`config.mk`:
```
export PLATFORM = sky130hd
export DESIGN_NAME = isp_target
export DESIGN_NICKNAME = d
export VERILOG_FILES = /design/src/isp_buf.v /design/src/isp_target.v
export VERILOG_INCLUDE_DIRS = /design/src
export SDC_FILE = /design/constraint.sdc
export NUM_CORES = 1
export LEC_CHECK = 0
export ABC_AREA = 1
export ABC_CLOCK_PERIOD_IN_PS = 2890
export BUFFER_PORTS_ARGS = -buffer_cell sky130_fd_sc_hd__buf_2
export CORE_ASPECT_RATIO = 0.9
export CORE_MARGIN = 2
export CORE_UTILIZATION = 50
export DETAILED_ROUTE_END_ITERATION = 8
export PLACE_DENSITY = 0.76
export SYNTH_ARGS = -nofsm -noshare
export SYNTH_HDL_FRONTEND = slang
export SYNTH_SLANG_ARGS = --single-unit
```
`constraint.sdc`:
```
create_clock -name clk -period 2.89 [get_ports clk]
set_clock_uncertainty 0.2 [all_clocks]
set_input_delay 0.289 -clock clk [delete_from_list [all_inputs] [get_ports clk]]
set_output_delay 0.289 -clock clk [all_outputs]
set_load 0.03 [all_outputs]
```
`src/isp_consts.vh`:
```
// Constants for the inclinometer serial port target
`ifndef ISP_CONSTS_VH
`define ISP_CONSTS_VH
`define ISP_FRAME_BITS      5'h10
`define ISP_ADDR_W          6
`define ISP_ADDR_MSB        13
`define ISP_ADDR_LSB        8
`define ISP_WR_BIT          15
`define ISP_RW_BIT          14
`define ISP_FAST_LIMIT      8'h07
`define ISP_SMPL_ADDR       6'h36
`define ISP_SMPL_RESET      8'h01
`define ISP_BUF_DEPTH       2'h2
`define ISP_MSB             15
`define ISP_DATA_MSB        7
`define ISP_DATA_LSB        0
`define ISP_CNT_ZERO        5'h00
`define ISP_CNT_STEP        5'h01
`define ISP_CNT_LAST        5'h0F
`define ISP_SYNC_IDLE       2'h3
`endif

```
`src/isp_buf.v`:
```
// Two-entry valid/ready buffer for write words
`timescale 1ns/1ps
`include "isp_consts.vh"
module isp_buf (
    // Clock and reset
    input  wire        clk,
    input  wire        reset,
    // Fill side
    input  wire        in_valid,
    output wire        in_ready,
    input  wire [13:0] in_data,
    // Drain side
    output wire        out_valid,
    input  wire        out_ready,
    output wire [13:0] out_data
);
    reg  [13:0] mem_ff [0:1];
    reg         wp_ff;
    reg         rp_ff;
    reg  [1:0]  cnt_ff;
    wire        push = in_valid && in_ready;
    wire        pop  = out_valid && out_ready;

    assign in_ready  = (cnt_ff != `ISP_BUF_DEPTH);
    assign out_valid = (cnt_ff != 2'h0);
    assign out_data  = mem_ff[rp_ff];

    always @(posedge clk or posedge reset) begin
        if (reset) begin
            wp_ff     <= 1'b0;
            rp_ff     <= 1'b0;
            cnt_ff    <= 2'h0;
            mem_ff[0] <= 14'h0000;
            mem_ff[1] <= 14'h0000;
        end else begin
            if (push) begin
                mem_ff[wp_ff] <= in_data;
                wp_ff         <= ~wp_ff;
            end
            if (pop)
                rp_ff <= ~rp_ff;
            cnt_ff <= cnt_ff + {1'b0, push} - {1'b0, pop};
        end
    end
endmodule

```
`src/isp_target.v`:
```
// Serial port target: framing, shifting and register access
// Contract
// - MSB driven at chip select fall
// - Later bits shift after clock fall
// - Input bits captured on clock rise
// - Output released while chip select high
// - Transfer exists only while select low
// - Reset returns controller to initial state; rst_n leaves the write buffer and its words as they are
// - Frame is exactly 16 clocks, full duplex
// - Read returns 16-bit content next frame
`timescale 1ns/1ps
`include "isp_consts.vh"
module isp_target (
    // Clock and reset
    input  wire        clk,
    input  wire        reset,
    input  wire        rst_n,
    // Serial link pins
    input  wire        sclk,
    input  wire        cs_n,
    input  wire        din,
    output wire        dout,
    output wire        dout_oe,
    // Register file side
    output wire [5:0]  rd_addr,
    input  wire [15:0] rd_data,
    output wire        wr_valid,
    input  wire        wr_ready,
    output wire [5:0]  wr_addr,
    output wire [7:0]  wr_data,
    output wire        wr_stall,
    // Mode
    output wire [7:0]  sample_period_setting,
    output wire        fast_mode
);
    //------------------------------------------------------------
    // Pin synchronisers
    //------------------------------------------------------------
    // Only the second stage of each pair is read by logic, so a
    // metastable first stage never fans out.
    reg  [1:0]  sclk_s_ff;
    reg  [1:0]  cs_s_ff;
    reg  [1:0]  din_s_ff;
    reg  [1:0]  rst_s_ff;
    wire        sclk_q;
    wire        cs_q;
    wire        din_q;
    wire        soft_rst;

    assign sclk_q   = sclk_s_ff[1];
    assign cs_q     = cs_s_ff[1];
    assign din_q    = din_s_ff[1];
    assign soft_rst = ~rst_s_ff[1];

    // Clock and select come out of reset at their idle levels, so
    // no false edge follows reset.
    always @(posedge clk or posedge reset) begin
        if (reset) begin
            sclk_s_ff <= `ISP_SYNC_IDLE;
            cs_s_ff   <= `ISP_SYNC_IDLE;
            din_s_ff  <= 2'h0;
            rst_s_ff  <= 2'h0;
        end else begin
            sclk_s_ff <= {sclk_s_ff[0], sclk};
            cs_s_ff   <= {cs_s_ff[0], cs_n};
            din_s_ff  <= {din_s_ff[0], din};
            rst_s_ff  <= {rst_s_ff[0], rst_n};
        end
    end

    //------------------------------------------------------------
    // Frame state
    //------------------------------------------------------------
    reg         sclk_d_ff;
    reg         cs_d_ff;
    reg  [4:0]  cnt_ff;
    reg  [15:0] rx_ff;
    reg  [15:0] tx_ff;
    reg  [5:0]  rd_addr_ff;
    reg         dout_ff;
    reg         dout_oe_ff;
    reg  [7:0]  setting_ff;
    reg  [4:0]  nxt_cnt;
    reg  [15:0] nxt_rx;
    reg  [15:0] nxt_tx;
    reg  [5:0]  nxt_rd_addr;
    reg         nxt_dout;
    reg         nxt_dout_oe;
    reg  [7:0]  nxt_setting;
    wire        cs_fall;
    wire        sck_rise;
    wire        sck_fall;
    wire        done;
    wire [15:0] word;
    wire        is_write;
    wire        is_read;
    wire        hit_setting;
    wire        in_ready;
    wire [13:0] buf_out;

    //------------------------------------------------------------
    // Edge detection and command decode
    //------------------------------------------------------------
    // Edges are qualified by select, so clock and data activity
    // while deselected never reaches the shifter.
    assign cs_fall     = cs_d_ff && !cs_q;
    assign sck_rise    = !sclk_d_ff && sclk_q && !cs_q;
    assign sck_fall    = sclk_d_ff && !sclk_q && !cs_q;
    // The last bit is still in the synchroniser when the final rise
    // is seen, so the whole word is assembled from it here.
    assign word        = {rx_ff[`ISP_MSB - 1:0], din_q};
    assign done        = sck_rise && (cnt_ff == `ISP_CNT_LAST);
    assign is_write    = word[`ISP_WR_BIT] && !word[`ISP_RW_BIT];
    assign is_read     = !word[`ISP_WR_BIT] && !word[`ISP_RW_BIT];
    assign hit_setting = (word[`ISP_ADDR_MSB:`ISP_ADDR_LSB] == `ISP_SMPL_ADDR);

    //------------------------------------------------------------
    // Next-state logic
    //------------------------------------------------------------
    // Idle-high clock means a frame opens with a fall; that first
    // fall must not shift, because the MSB went out with select.
    always @* begin
        nxt_cnt     = cnt_ff;
        nxt_rx      = rx_ff;
        nxt_tx      = tx_ff;
        nxt_rd_addr = rd_addr_ff;
        nxt_dout    = dout_ff;
        nxt_dout_oe = dout_oe_ff;
        nxt_setting = setting_ff;
        if (cs_q) begin
            nxt_dout_oe = 1'b0;
            nxt_cnt     = `ISP_CNT_ZERO;
        end else if (cs_fall) begin
            nxt_tx      = rd_data;
            nxt_dout    = rd_data[`ISP_MSB];
            nxt_dout_oe = 1'b1;
            nxt_cnt     = `ISP_CNT_ZERO;
        end else begin
            if (sck_fall && cnt_ff != `ISP_CNT_ZERO) begin
                nxt_dout = tx_ff[`ISP_MSB - 1];
                nxt_tx   = {tx_ff[`ISP_MSB - 1:0], 1'b0};
            end
            if (sck_rise) begin
                nxt_rx  = word;
                nxt_cnt = done ? `ISP_CNT_ZERO : cnt_ff + `ISP_CNT_STEP;
            end
            if (done && is_read) begin
                nxt_rd_addr = word[`ISP_ADDR_MSB:`ISP_ADDR_LSB];
            end
            // A full buffer refuses the whole write, setting included,
            // so one stall flag tells the host that the word was lost.
            if (done && is_write && in_ready && hit_setting) begin
                nxt_setting = word[`ISP_DATA_MSB:`ISP_DATA_LSB];
            end
        end
    end

    //------------------------------------------------------------
    // State registers
    //------------------------------------------------------------
    always @(posedge clk or posedge reset) begin
        if (reset) begin
            sclk_d_ff  <= 1'b1;
            cs_d_ff    <= 1'b1;
            cnt_ff     <= `ISP_CNT_ZERO;
            rx_ff      <= 16'h0000;
            tx_ff      <= 16'h0000;
            rd_addr_ff <= 6'h00;
            dout_ff    <= 1'b0;
            dout_oe_ff <= 1'b0;
            setting_ff <= `ISP_SMPL_RESET;
        end else if (soft_rst) begin
            sclk_d_ff  <= 1'b1;
            cs_d_ff    <= 1'b1;
            cnt_ff     <= `ISP_CNT_ZERO;
            rx_ff      <= 16'h0000;
            tx_ff      <= 16'h0000;
            rd_addr_ff <= 6'h00;
            dout_ff    <= 1'b0;
            dout_oe_ff <= 1'b0;
            setting_ff <= `ISP_SMPL_RESET;
        end else begin
            sclk_d_ff  <= sclk_q;
            cs_d_ff    <= cs_q;
            cnt_ff     <= nxt_cnt;
            rx_ff      <= nxt_rx;
            tx_ff      <= nxt_tx;
            rd_addr_ff <= nxt_rd_addr;
            dout_ff    <= nxt_dout;
            dout_oe_ff <= nxt_dout_oe;
            setting_ff <= nxt_setting;
        end
    end

    //------------------------------------------------------------
    // Outputs
    //------------------------------------------------------------
    assign dout                  = dout_ff;
    assign dout_oe               = dout_oe_ff;
    assign rd_addr               = rd_addr_ff;
    assign sample_period_setting = setting_ff;
    assign fast_mode             = (setting_ff <= `ISP_FAST_LIMIT);
    assign wr_stall              = !in_ready;
    assign wr_addr               = buf_out[`ISP_ADDR_MSB:`ISP_ADDR_LSB];
    assign wr_data               = buf_out[`ISP_DATA_MSB:`ISP_DATA_LSB];

    //------------------------------------------------------------
    // Write buffer
    //------------------------------------------------------------
    // A full buffer drops the word and raises stall; the host must
    // watch stall, since nothing on the serial link reports it.
    isp_buf u_buf (
        .clk       (clk),
        .reset     (reset),
        .in_valid  (done && is_write),
        .in_ready  (in_ready),
        .in_data   (word[`ISP_ADDR_MSB:0]),
        .out_valid (wr_valid),
        .out_ready (wr_ready),
        .out_data  (buf_out)
    );
endmodule

```
* Word-level counts from Yosys, hierarchy flattened *
Index checks and enable logic that the tools add are counted.

word-level totals
  logic and storage cells = 103
  register bits after elaboration = 93
  output and inout bits = 33

operators by class
  multiplexer cells = 36
  bitwise operators = 4
  $add $sub $neg = 3
  equality and inequality tests = 11
  reductions and logical operators = 27
  order comparisons = 4

operators by type and width
  operator             count
  $mux 15              8
  $mux 14              4
  $mux 8               4
  $bwmux 28            1
  $mux 5               5
  $mux 6               4
  $logic_and 1x1->1    15
  $demux 14 s1         1
  $mux 1               9
  $reduce_and 3->1     3
  $le 8x3->1 const B   1
  $eq 6x6->1 const B   1
  $logic_not 1->1      6
  $ne 2x1->1 const B   3
  $ne 2x2->1 const B   3
  $add 5x1->5 const B  1
  $eq 5x4->1 const B   1
  $reduce_bool 5->1    1
  $ge 2x2->1 const B   2
  $ne 4x2->1 const B   1
  $not 1->2            2
  $ne 3x1->1 const B   1
  $ne 3x2->1 const B   1
  $add 2x1->2          1
  other kinds (5)      6

* Longest topological paths before layout *
  word-level depth = 11
  mapped depth = 11
  mapped depth without buffers = 9

* Cells and area by module *
From an unflattened synthesis, not the netlist that was laid out.

unflattened totals
  cell total of the unflattened synthesis = 506
  area total of the unflattened synthesis = 4,385.5 sq um

modules (own cells, without submodules)
  module      instances  cells an instance  area each (sq um)  sequential area each (sq um)
  isp_target  1          306                2,815.2            1,535.2
  isp_buf     1          200                1,570.3            800.8

* Worst setup path before layout *
Ideal clock, no wire load.

  path kind = reg-to-reg
  start point = register u_buf.cnt_ff[0]
  end point = register u_buf.cnt_ff[1]
  arrival time = 1,599 ps
  slack = 962 ps
  required time = 2,561 ps
  cell stages (with the launch flop) = 8
  setup time = 129 ps
  path through = dfrtp_1 -> nor2_1 -> nor2_1 -> nand2_2 -> clkinv_2 -> ha_1 -> xnor2_1 -> xor2_1

between the ends
  cells in the longest elaborated chain, start to end = 4
  elaborated cells on any way between the ends = 6
  classes of those cells = add/sub (2); eq/ne (1); reduce/logical (3)

RTL lines
  what                      line          RTL
  start: declaration        isp_buf.v:20  reg [1:0] cnt_ff;
  start signal: assignment  isp_buf.v:42  cnt_ff <= cnt_ff + {1'b0, push} - {1'b0, pop};
  $ne 2x2->1 (no line)      n/a
  $logic_and 1x1->1         isp_buf.v:21  wire push = in_valid && in_ready;
  via u_buf.push            isp_buf.v:21
  $add 2x1->2               isp_buf.v:42
  $sub 2x1->2               isp_buf.v:42

The timed path passes the listed nets, and every way through them passes these cells.
A chain may end at the register's enable or synchronous reset.

* Final worst setup path *
  start point = register u_buf.rp_ff
  end point = output wr_data[1]

between the ends
  cells in the longest elaborated chain, start to end = 4

RTL lines
  what                                         line             RTL
  start: declaration                           isp_buf.v:19     reg rp_ff;
  start signal: assignment                     isp_buf.v:41     rp_ff <= ~rp_ff;
  $not 1->2 (not written as such)              isp_buf.v:26     assign out_data = mem_ff[rp_ff];
  $mux 14 (not written as such) (3 in series)  isp_buf.v:26
  end: declaration                             isp_target.v:30  output wire [7:0] wr_data,

No other way between the ends. The select of a mux whose other input is x is not followed.

==> qor.csv <==
metric,value,unit
synth.net_count,478,
drive_gt1_frac,0.230,
startpoint_type,flip-flop,
tightest_slew,0.666,ns
rows,31,
wl_per_cell,12.7,um
grt_pass1_vias,2946,
dr.first_iter.drc_count,163,
vdd_drop_max,0.000330,V
ys_types,29,
finalMaxSlewViolations,0,
yosysSeqAreaShare,0.570,
fp.dieArea,8940,um2
avgSynthCellArea,9.09,um2
tritoncts,yes,
placed_cells,590,
cellPowerDensity,553,nW/um2
min_period,2.21,ns
synth-simple-area-share,0.178,
cts_setup_buffers,0,
dpl_worst_slack,0.780,ns
path_max_fanout,15,
ctsResizeCount,0,
n_antenna_cell,0,
grtUsageMet2,0.295,
final_antenna_net_count,0,
cp.arrival,1.72,ns
leakage,2.36,nW
met3_usage,0.0420,
io_buffers,55,
required,2.40,ns
layout.cells.non_filler,612,
netlist_instances,451,
hp-class,primary input to flip-flop,
fin_crit_sh,0.764,
path_class,flip-flop to primary output,
synth_top_family_by_area,simple AND/OR/NAND/NOR gates,
rsz0062_at_grt,no,
start_util,0.513,
synth-warning-count,0,
finalWorstSetupSlack,0.681,ns
coreArea,7990,um2
numCtsBuffers,9,
placed_area,4450,um2
top_usage_layer,met2,
synth-seq-cells,93,
grt_max_degree,65,
outcome,finished clean,
clk_latency,0.35,ns
die_h,89.9,um
synth-async-reset-ratio,1.00,
antenna_found_initial,0,
postCtsHoldBufs,7,
clockRootBuffer,clkbuf_8,
pwr-share-seq,0.543,
hpwl,5310,um
relSlewSlack,0.555,
dr.pass1.iters,4,
pwr-share-comb,0.112,
synthAdderAreaFrac,0.0122,
final_nets,536,
setup-violations-final,0,
globalRouteMet1Util,0.262,
synth_compound_area_frac,0.115,
drv_cap,0,
clockPowerShare,0.345,
fin_hold_ws,0.0708,ns
synth_edf_count,0,
htreeDepth,3,
io_pins,56,
hold_viol_final,0,
stdcell_area,4720,um2
fmax,453,MHz
netlist_area,4100,um2
num_vias,3064,
grt_pass1_wl,13600,um
synth-xor-area-share,0.00641,
worst_setup_path_end_kind,primary output,
viasPerCell,5.01,
setup_tns,0,ns
switchingPower,0.692,mW
overflow,0,
area_growth,15.2,%
p_int,1.92,mW
final_common_cell,nand2_1,
clkSinkCount,93,
swShare,0.265,
drc_errors,0,
final_cell_mix,"113 x nand2_1, 86 x dfrtp_1, 56 x o21ai_0",
track_usage,0.187,
drt_wl_total,7760,um
clk_path_buf_depth,2,
ys.flop_type,dfrtp_1,
die_w,99.5,um
synthMuxAreaShare,0.0384,
place.gp.congestion,0.783,
path_clk_slew,0.09,ns
flip-flops by register name, indices dropped and copies added (netlist names), 5 cells and up:
register / flops
cnt_ff: 5
rx_ff: 15
tx_ff: 15
rd_addr: 6
sample_period_setting: 8
u_buf.mem_ff: 28
cell type report:
| cell class | count | area [um2] |
|---|---|---|
| fill | 692 | 3270 |
| sequential | 93 | 2340 |
| multi-input combinational | 278 | 1430 |
| clock inverter | 4 | 55.1 |
| timing repair buffer | 66 | 388 |
| inverter | 61 | 234 |
| tap | 99 | 124 |
| clock buffer | 11 | 151 |
critical path, stage by stage (launching register included):
cell	delay [ns]
dfrtp_1	0.76
mux2_2	0.42
buf_2	0.18
through the flow:
step	total power, mW	util
floorplan	1.65	-
global placement	1.73	0.556
detailed placement	1.73	0.556
CTS	2.64	0.591
global route	2.73	0.591
finish	2.61	0.591
cell usage after synthesis (2+ instances only):
cell | instances | area, um2
clkbuf_1 | 3 | 11.3
o21ai_0 | 56 | 280
dfstp_2 | 7 | 184
xnor2_1 | 2 | 17.5
o21ai_1 | 21 | 105
buf_1 | 3 | 11.3
buf_2 | 11 | 55.1
dfrtp_1 | 86 | 2150
mux2_2 | 14 | 158
nand2_2 | 6 | 37.5
inv_1 | 55 | 206
a21oi_1 | 5 | 25.0
inv_2 | 5 | 18.8
nand4_1 | 3 | 18.8
o21ai_2 | 5 | 43.8
ha_1 | 4 | 50.1
nor2_4 | 3 | 33.8
buf_6 | 2 | 22.5
nand2_1 | 113 | 424
nand3_1 | 30 | 150
nor2_1 | 9 | 33.8
worst paths after layout:
check | cells after the start | slack [ns] | from | end
worst min-delay path | 5 | 0.07 | rd_data[7] | tx_ff[7]
min in group asynchronous | 3 | 0.36 | reset | u_buf.mem_ff[11]
worst max-delay path | 2 | 0.68 | u_buf.rp_ff | wr_data[1]
worst max register to register | 9 | 0.77 | cs_d_ff | tx_ff[10]
max in group asynchronous | 4 | 1.34 | reset | cs_d_ff
worst min register to register | 0 | 0.16 | sclk_s_ff[0] | sclk_s_ff[1]
per-layer routing:
layer | wire, um | part of all wire
met3 | 283 | 0.036
met4 | 87 | 0.011
met2 | 3530 | 0.45
met5 | 0 | 0
met1 | 3860 | 0.50
logic make-up after synthesis:
| logic type | count (synthesis) |
|---|---|
| xor+xnor | 3 |
| flops | 93 |
| fa+ha+maj | 4 |
| mux | 14 |
| simple gates | 168 |
| compound gates | 89 |
| buf+inv | 80 |
power groups by stage:
stage               logic (mW)  registers, mW  clock network (mW)
floorplan                0.245           1.40                   0
global placement         0.282           1.44                   0
detailed placement       0.290           1.44                   0
CTS                      0.299           1.42               0.919
global route             0.329           1.43               0.970
finish                   0.292           1.42               0.901
No activity file was read; power rests on OpenSTA's default activity.
